**src/verilog/swd_pkg.sv**
```systemverilog
// How it works
// - a one-then-zero write on the arm bit sets the counting flag
// - a one-then-zero write on the disarm bit clears the counting flag
// - a one-then-zero write on the restart bit restarts the tick count
// - unattended armed watchdog expires after count+1 to count+2 ticks
// - ticks are not resynchronised to restart, so expiry varies by one tick
// - watchdog tick is the millisecond tick divided by divider value plus one
// - power-down input high stops the watchdog; low keeps it running
package swd_pkg;
  // ************************************************************
  // register map and field layout
  // ************************************************************
  localparam logic [7:0] SWD_CTRL_ADDR = 8'hff;
  localparam logic [7:0] SWD_CTRL_RESET = 8'h00;
  localparam int SWD_ARM_POS = 7;
  localparam int SWD_DISARM_POS = 6;
  localparam int SWD_RESTART_POS = 5;
  localparam int SWD_CNT_LSB = 0;
  localparam int SWD_CNT_W = 5;
  // ************************************************************
  // tick chain
  // ************************************************************
  localparam int SWD_TICK_PERIOD_MS = 100;
  localparam int SWD_DIV_W = 7;
  localparam int SWD_TICKS_W = 6;
  localparam logic [SWD_DIV_W-1:0] SWD_DIV_RESET = 7'h00;
  localparam logic [SWD_TICKS_W-1:0] SWD_TICKS_RESET = 6'h00;
  typedef logic [7:0] swd_byte_t;
endpackage : swd_pkg

```
**src/verilog/swd_tick_div.sv**
```systemverilog
`timescale 1ns/1ns
module swd_tick_div
  import swd_pkg::*;
(
  input wire logic ref_clk_i,
  input wire logic rst_i,
  input wire logic run_i,
  input wire logic ms_tick_i,
  input wire logic [SWD_DIV_W-1:0] div_i,
  output logic hms_tick_o
);
  logic [SWD_DIV_W-1:0] div_cnt;
  wire last_ms = ms_tick_i && (div_cnt == div_i);

  // ************************************************************
  // divide the millisecond tick by div_i plus one
  // ************************************************************
  always_ff @(posedge ref_clk_i) begin
    if (rst_i || !run_i) begin
      div_cnt <= SWD_DIV_RESET;
      hms_tick_o <= 1'b0;
    end else begin
      hms_tick_o <= last_ms;
      if (ms_tick_i) begin
        div_cnt <= last_ms ? SWD_DIV_RESET : div_cnt + 7'h01;
      end
    end
  end
endmodule : swd_tick_div

```
**src/verilog/swd_watchdog.sv**
```systemverilog
`timescale 1ns/1ns
module swd_watchdog
  import swd_pkg::*;
(
  input wire logic ref_clk_i,
  input wire logic rst_i,
  input wire logic [7:0] sfr_addr_i,
  input wire logic sfr_wr_i,
  input wire swd_pkg::swd_byte_t sfr_wdata_i,
  input wire logic ms_tick_i,
  input wire logic [swd_pkg::SWD_DIV_W-1:0] hms_div_i,
  input wire logic watchdog_power_down_i,
  output swd_pkg::swd_byte_t sfr_rdata_o,
  output logic counting_o,
  output logic timeout_o
);
  import swd_pkg::*;

  // ************************************************************
  // register port and sequence detection
  // ************************************************************
  swd_byte_t watchdog_control;
  logic [SWD_TICKS_W-1:0] tick_cnt;
  logic hundred_ms_tick;
  logic [2:0] seq_fire;

  function automatic int seq_pos(input int idx);
    seq_pos = (idx == 0) ? SWD_ARM_POS : (idx == 1) ? SWD_DISARM_POS : SWD_RESTART_POS;
  endfunction : seq_pos

  wire ctrl_wr = sfr_wr_i && (sfr_addr_i == SWD_CTRL_ADDR);
  wire [SWD_CNT_W-1:0] timeout_count = watchdog_control[SWD_CNT_LSB +: SWD_CNT_W];
  wire [SWD_TICKS_W-1:0] tick_limit = {1'b0, timeout_count} + 6'h01;
  wire arm_fire = seq_fire[0];
  wire disarm_fire = seq_fire[1];
  wire restart_fire = seq_fire[2];
  wire run = !watchdog_power_down_i;
  // a restart or arm in the same cycle as the last tick wins over expiry
  wire expire = counting_o && run && hundred_ms_tick && !restart_fire && !arm_fire
                && (tick_cnt == tick_limit);
  wire next_counting = disarm_fire ? 1'b0 : (arm_fire ? 1'b1 : counting_o);
  wire count_clear = restart_fire || arm_fire || !run || !counting_o;

  // a sequence fires when a stored one is overwritten with zero
  genvar gi;
  generate
    for (gi = 0; gi < 3; gi++) begin : g_seq
      assign seq_fire[gi] = ctrl_wr && watchdog_control[seq_pos(gi)]
                            && !sfr_wdata_i[seq_pos(gi)];
    end
  endgenerate

  // stored control byte, read back one cycle later
  always_ff @(posedge ref_clk_i) begin
    if (rst_i) begin
      watchdog_control <= SWD_CTRL_RESET;
      sfr_rdata_o <= 8'h00;
    end else begin
      if (ctrl_wr) begin
        watchdog_control <= sfr_wdata_i;
      end
      sfr_rdata_o <= (sfr_addr_i == SWD_CTRL_ADDR) ? watchdog_control : 8'h00;
    end
  end

  // ************************************************************
  // counting flag, tick count and expiry
  // ************************************************************
  swd_tick_div u_tick_div (
    .ref_clk_i(ref_clk_i),
    .rst_i(rst_i),
    .run_i(run),
    .ms_tick_i(ms_tick_i),
    .div_i(hms_div_i),
    .hms_tick_o(hundred_ms_tick)
  );

  // disarm wins when both sequences complete in one write
  always_ff @(posedge ref_clk_i) begin
    if (rst_i) begin
      counting_o <= 1'b0;
    end else begin
      counting_o <= next_counting;
    end
  end

  // ticks are counted as they come; restart leaves the divider alone
  always_ff @(posedge ref_clk_i) begin
    if (rst_i || count_clear) begin
      tick_cnt <= SWD_TICKS_RESET;
    end else if (hundred_ms_tick) begin
      tick_cnt <= expire ? SWD_TICKS_RESET : tick_cnt + 6'h01;
    end
  end

  always_ff @(posedge ref_clk_i) begin
    if (rst_i) begin
      timeout_o <= 1'b0;
    end else begin
      timeout_o <= expire;
    end
  end

  // shadow of the three sequence bits as last written, kept apart from the
  // stored control byte so the detector is checked against its own history
  logic [2:0] shadow_bits;
  wire [2:0] written_seq_bits = {sfr_wdata_i[SWD_RESTART_POS], sfr_wdata_i[SWD_DISARM_POS],
                                 sfr_wdata_i[SWD_ARM_POS]};
  wire [2:0] shadow_done = ctrl_wr ? (shadow_bits & ~written_seq_bits) : 3'h0;

  // shadow bits follow every write to the control register
  always_ff @(posedge ref_clk_i) begin
    if (rst_i) begin
      shadow_bits <= 3'h0;
    end else if (ctrl_wr) begin
      shadow_bits <= written_seq_bits;
    end
  end
endmodule : swd_watchdog

```
**config.mk**
```make
export PLATFORM = sky130hd
export DESIGN_NAME = swd_watchdog
export DESIGN_NICKNAME = d
export VERILOG_FILES = /design/src/verilog/swd_pkg.sv /design/src/verilog/swd_tick_div.sv /design/src/verilog/swd_watchdog.sv
export SDC_FILE = /design/constraint.sdc
export NUM_CORES = 1
export LEC_CHECK = 0
export BUFFER_PORTS_ARGS = -buffer_cell sky130_fd_sc_hd__buf_2
export CORE_ASPECT_RATIO = 0.8
export CORE_UTILIZATION = 46
export DETAILED_ROUTE_END_ITERATION = 16
export PLACE_DENSITY = 0.71
export SYNTH_ARGS = -nofsm -noshare
export SYNTH_HDL_FRONTEND = slang
export SYNTH_SLANG_ARGS = --single-unit
```
**constraint.sdc**
```tcl
create_clock -name ref_clk_i -period 1.6 [get_ports ref_clk_i]
set_clock_uncertainty 0.2 [all_clocks]
set_input_delay 0.32 -clock ref_clk_i [delete_from_list [all_inputs] [get_ports ref_clk_i]]
set_output_delay 0.32 -clock ref_clk_i [all_outputs]
set_load 0.01 [all_outputs]
```
==> results.cfg, run 1 <==
[status]
status = complete, but fails checks
violations = setup timing

[power]
leakage_nw = 0.751
peakVddDrop_uv = 574
power_density_mw_per_mm2 = 795

[synth]
yosysWarnings = 0
yosysTopAreaCellShare_pct = 44.1
yosysSeqAreaShare_pct = 44.1
avgSynthCellArea_um2 = 9.69
syn-instance-count = 150
synth.distinct_cells = 32
synthTopCellsByArea = dfxtp_1, xnor2_1, mux2i_1
syn_nets = 181
synthMostInstantiatedCell = dfxtp_1
ys.flop_type = dfxtp_1
synth_common_cells = dfxtp_1, nor2_1, xnor2_1, and2_1, nand4_1
synth.ff_latch_count = 32
yosys.area.top_type = dfxtp_1
async_reset_ff_share_pct = 0
synth_edf_count = 0
syn_area_mm2 = 0.00145

[global_routing]
grt_antenna_before_repair = 0
grt_usage_pct = 21.3
grt_pass1_vias = 1173
grt_max_degree = 12
grt_first_pass_wirelength_um = 5220
grt_overflow = 0

[final_layout]
seq_area_um2 = 648
multi_input_area_um2 = 820
fillerInstances = 237
area_growth_pct = 30.8
nets = 235
design_area_mm2 = 0.00190
drive_gt1_share_pct = 33.2
diodes = 0

[timing]
max_freq_ghz = 0.586
hold_violations = 0
relSlewSlack_pct = 72.0
finalSetupViolations = 7
slew_violations = 0
rsz0062_at_grt = true
worst_pin_slew_ns = 0.416
period_share_pct = 107
fin_ws_ns = -0.107
period_minus_slack_ns = 1.71

[setup_path]
crit_fanout = 4
crit_required_ns = 1.61
startpoint_type = flop
slowest_delay_ns = 0.35
crit_type = flop to flop
cp_cell_sequence = ha_4 -> and3b_1 -> or3_4 -> a31oi_4 -> o311ai_1 -> a21oi_1
critPathArrivalTime_ns = 1.71
cp_slowest_cell = dfxtp_4
critPathCaptureType = flop

[route]
postRouteAntennaNets = 0
viasPerCell = 5.02
drt_iter0_drc = 50
first_pass_iters = 4
vias = 1220
drt-total-wl_um = 3040
drc_errors = 0
wire_per_inst_um = 12.5

[cts]
cts_tree = built
clkSinkCount = 32
htree_levels = 2
clk_pin_slew_ns = 0.06
cts_buffer_depth = 2
clockRootBuffer = clkbuf_8
clk_latency_ns = 0.29
cts_buffers = 5

[placed_design]
io_buffers = 37
hpwl_um = 2340
pre_cts_ws_ns = -0.160
place_congestion = 0.821
placed_area_mm2 = 0.00178

[floorplan]
die_area_mm2 = 0.00339
die_h_um = 52.3
io_pins = 38
die_x_um = 64.9
core.rowCount = 17
start_util_pct = 50.6
coreArea_mm2 = 0.00287

[run]
maxCapViolations = 0

[hold_path]
hold_path.class = primary input to flop
==> area by class of cell <==
type | instances | area share, %
Tap cell | 38 | 2.50
Sequential cell | 32 | 34.1
Timing Repair Buffer | 49 | 14.8
Multi-Input combinational cell | 113 | 43.1
Inverter | 3 | 0.592
Clock inverter | 1 | 0.395
Clock buffer | 7 | 4.54
==> state kept, by name, summed over array words and instances (netlist names) <==
signal                 count
sfr_rdata_o                8
watchdog_control           8
u_tick_div.div_cnt         7
tick_cnt                   6
counting_o                 1
timeout_o                  1
u_tick_div.hms_tick_o      1
==> cells in the final DEF, fill, tap and decap left out, types with 3 or more instances in the layout <==
| cell | Yosys | routed |
|---|---|---|
| buf_4 | 0 | 10 |
| dfxtp_2 | 0 | 3 |
| clkbuf_8 | 0 | 6 |
| nor2_1 | 20 | 20 |
| nor3_1 | 6 | 5 |
| nand2_1 | 7 | 7 |
| mux2i_1 | 8 | 8 |
| xor2_1 | 7 | 7 |
| nand4_1 | 9 | 9 |
| nand2b_1 | 3 | 3 |
| xnor2_1 | 14 | 14 |
| inv_1 | 3 | 3 |
| dfxtp_1 | 32 | 28 |
| buf_2 | 1 | 37 |
| and2_1 | 10 | 10 |
==> cells by family (layout without fill, tap and decap cells) <==
family / Yosys count / after routing / synth area share (%)
mux: 8 / 8 / 5.51
compound gates: 11 / 11 / 5.77
buf+inv: 5 / 60 / 1.38
flops: 32 / 32 / 44.1
xor+xnor: 22 / 22 / 14.5
simple gates: 69 / 69 / 26.2
fa+ha+maj: 3 / 3 / 2.58
==> repair_timing <==
action | CTS | global route
setup buffers | 0 | 0
pin swaps | 3 | 1
hold buffers | 0 | 1
hold endpoints to repair | 0 | 1
setup endpoints to repair | 7 | 8
gates resized for setup | 1 | 4
==> per-stage QoR <==
step	instances	power [mW]	TNS, ns	hold slack, ns	utilization [%]
after floorplan	150	0.841	-0.420	0.199	-
after global placement	234	0.886	-0.537	0.253	62.1
after detailed placement	234	0.888	-0.742	0.263	62.1
after CTS	242	1.52	-0.543	0.00762	65.5
after global routing	243	1.58	-1.06	0.0621	66.2
final	243	1.51	-0.448	0.0702	66.2
==> path summary, 6_finish.rpt <==
kind	startpoint	to	slack [ns]	cells after the start
setup / recovery	watchdog_control[0]$_SDFFE_PP0N_	tick_cnt[1]$_SDFFE_PP0P_	-0.11	6
hold / removal	sfr_wdata_i[2]	watchdog_control[2]$_SDFFE_PP0N_	0.07	3
setup reg to reg	watchdog_control[0]$_SDFFE_PP0N_	tick_cnt[1]$_SDFFE_PP0P_	-0.11	6
hold reg to reg	watchdog_control[6]$_SDFFE_PP0N_	counting_o$_SDFFE_PP0P_	0.28	1
==> power by group <==
part / switching [mW] / leakage (nW) / internal [mW]
registers: 0.00276 / 0.260 / 0.797
logic: 0.0313 / 0.446 / 0.0416
clock network: 0.290 / 0.0445 / 0.349
==> routing by layer <==
metal / GRT usage, % / vias to the layer above / wire [um]
met2: 31.6 / 26 / 1370
li1: - / 627 / -
met5: 0 / - / 0
met3: 10.7 / 6 / 147
met4: 6.30 / 0 / 40
met1: 27.0 / 561 / 1490
==> critical path, delay by kind of cell (launching register included) <==
kind                       cells  cell delay [ns]
AOI/OAI and AO/OA              3             0.44
adders and majority gates      1             0.16
DFF                            1             0.35
and+or+nand+nor                2             0.48
Note: power is estimated with default switching activity, not from simulation.
==> run 2, diff against run 1 <==
CTS_BUF_LIST = sky130_fd_sc_hd__clkbuf_4 sky130_fd_sc_hd__clkbuf_8 sky130_fd_sc_hd__clkbuf_16   (was default)
==> run 2 against run 1 <==
Against the previous run: the run still ends with setup timing left; wire length is 0.30% lower; first-iteration DRC count up 32%; critical path type unchanged; setup slack better by 0.00064 ns; sequential power hardly changed; sequential cell count unchanged; critical path depth unchanged; hold slack better by 0.0022 ns; cell count unchanged; global-route usage is essentially flat; core utilization is 0.13 points higher.
==> results.cfg, run 2 (synthesis gave the netlist of run 1 again) <==
[cts]
clk_pin_slew_ns = 0.06
cts_buffer_depth = 2
htree_levels = 2
cts_tree = built
clockRootBuffer = clkbuf_8
clk_latency_ns = 0.28
cts_buffers = 5
clkSinkCount = 32
cts_setup_buffers = 0

[placed_design]
place_congestion = 0.821
io_buffers = 37
hpwl_um = 2340

[floorplan]
die_h_um = 52.3
die_area_mm2 = 0.00339
coreArea_mm2 = 0.00287
io_pins = 38
die_x_um = 64.9
core.rowCount = 17
start_util_pct = 50.6

[timing]
finalSetupViolations = 7
worst_pin_slew_ns = 0.411
max_freq_ghz = 0.586
relSlewSlack_pct = 72.3
fin_ws_ns = -0.106
rsz0062_at_grt = true
period_minus_slack_ns = 1.71
slew_violations = 0
period_share_pct = 107
fin_tns_setup_ns = -0.437
hold_violations = 0

[final_layout]
reg.largest.list = sfr_rdata_o: 8 flops, watchdog_control: 8 flops, u_tick_div.div_cnt: 7 flops
final_common_cell = buf_2
final_cell_mix = buf_2, dfxtp_1, nor2_1
area_growth_pct = 31.1
final_core_util_pct = 66.4
nets = 235
drive_gt1_share_pct = 33.7
diodes = 0

[hold_path]
hold_path.class = primary input to flop

[power]
p_switching_mw = 0.318
leakage_nw = 0.754
peakVddDrop_uv = 559
power.share.switching_pct = 20.9
internal-power_mw = 1.20
finalPower_mw = 1.52
power_frac_clock_pct = 42.7
combPwrFrac_pct = 4.8
power_density_mw_per_mm2 = 799
p_seq_share_pct = 52.5

[route]
postRouteAntennaNets = 0
drc_errors = 0
drt_iter0_drc = 66
viasPerCell = 5.01
first_pass_iters = 4
wire_per_inst_um = 12.5
vias = 1217
drt-total-wl_um = 3030

[setup_path]
crit_type = flop to flop
startpoint_type = flop
crit_fanout = 4
crit_required_ns = 1.61
critPathCaptureType = flop
critPathArrivalTime_ns = 1.71

[global_routing]
grt_antenna_before_repair = 0
grt_usage_pct = 21.3
grt_overflow = 0
grt_max_degree = 12
grt_pass1_vias = 1168
grt_first_pass_wirelength_um = 5190

[status]
status = complete, but fails checks
violations = setup timing

[run]
maxCapViolations = 0
run 2: per-stage QoR:
step	cell area [um2]	cells	worst slack (ns)	hold WS (ns)
final	1910	243	-0.106	0.0725
after global routing	1910	243	-0.188	0.0621
after CTS	1890	242	-0.120	0.00762
after detailed placement	1780	234	-0.160	0.263
after global placement	1780	234	-0.118	0.253
after floorplan	1470	150	-0.115	0.199
run 2: what timing repair did:
action | CTS | global route
hold buffers | 0 | 1
endpoints found under the setup margin | 7 | 8
pin swaps | 3 | 1
resized for setup | 1 | 4
endpoints found under the hold margin | 0 | 1
cloned | 0 | 0
run 2: routing by layer:
metal  share of wire [%]  routed length [um]  track usage (%)  vias to the layer above
met2                  46                1380             31.6                       23
met3                 4.3                 129             10.7                        6
met4                 1.3                  40             6.30                        0
met5                   0                   0                0                        -
li1                    -                   -                -                      624
met1                  49                1480             26.9                      564
run 2: power by group through the flow:
stage	Clock (mW)	Sequential (mW)	Combinational, mW
after floorplan	0	0.816	0.0248
after global placement	0	0.817	0.0685
after detailed placement	0	0.817	0.0711
after CTS	0.668	0.799	0.0713
after global routing	0.717	0.799	0.0800
final	0.650	0.800	0.0730
run 2: final timing paths:
path	from	cells past startpoint	slack [ns]	endpoint
min reg2reg	watchdog_control[6]$_SDFFE_PP0N_	1	0.27	counting_o$_SDFFE_PP0P_
min	sfr_wdata_i[2]	3	0.07	watchdog_control[2]$_SDFFE_PP0N_
max	watchdog_control[0]$_SDFFE_PP0N_	6	-0.11	tick_cnt[1]$_SDFFE_PP0P_
max reg2reg	watchdog_control[0]$_SDFFE_PP0N_	6	-0.11	tick_cnt[1]$_SDFFE_PP0P_
run 2: final cells by class:
class                   instances  area (um2)
inverters                       3        11.3
multi-input cells             113         820
flip-flops and latches         32         648
clock buffers                   7        90.1
well taps                      38        47.5
repair buffers                 49         282
fillers                       236         966
clock inverters                 1        7.51
run 2: worst max-delay path, cell delays in order (launching register included):
cell and delay, ns:
dfxtp_4 0.35, ha_4 0.16, and3b_1 0.15, or3_4 0.33, a31oi_4 0.18, o311ai_1 0.11
a21oi_1 0.15
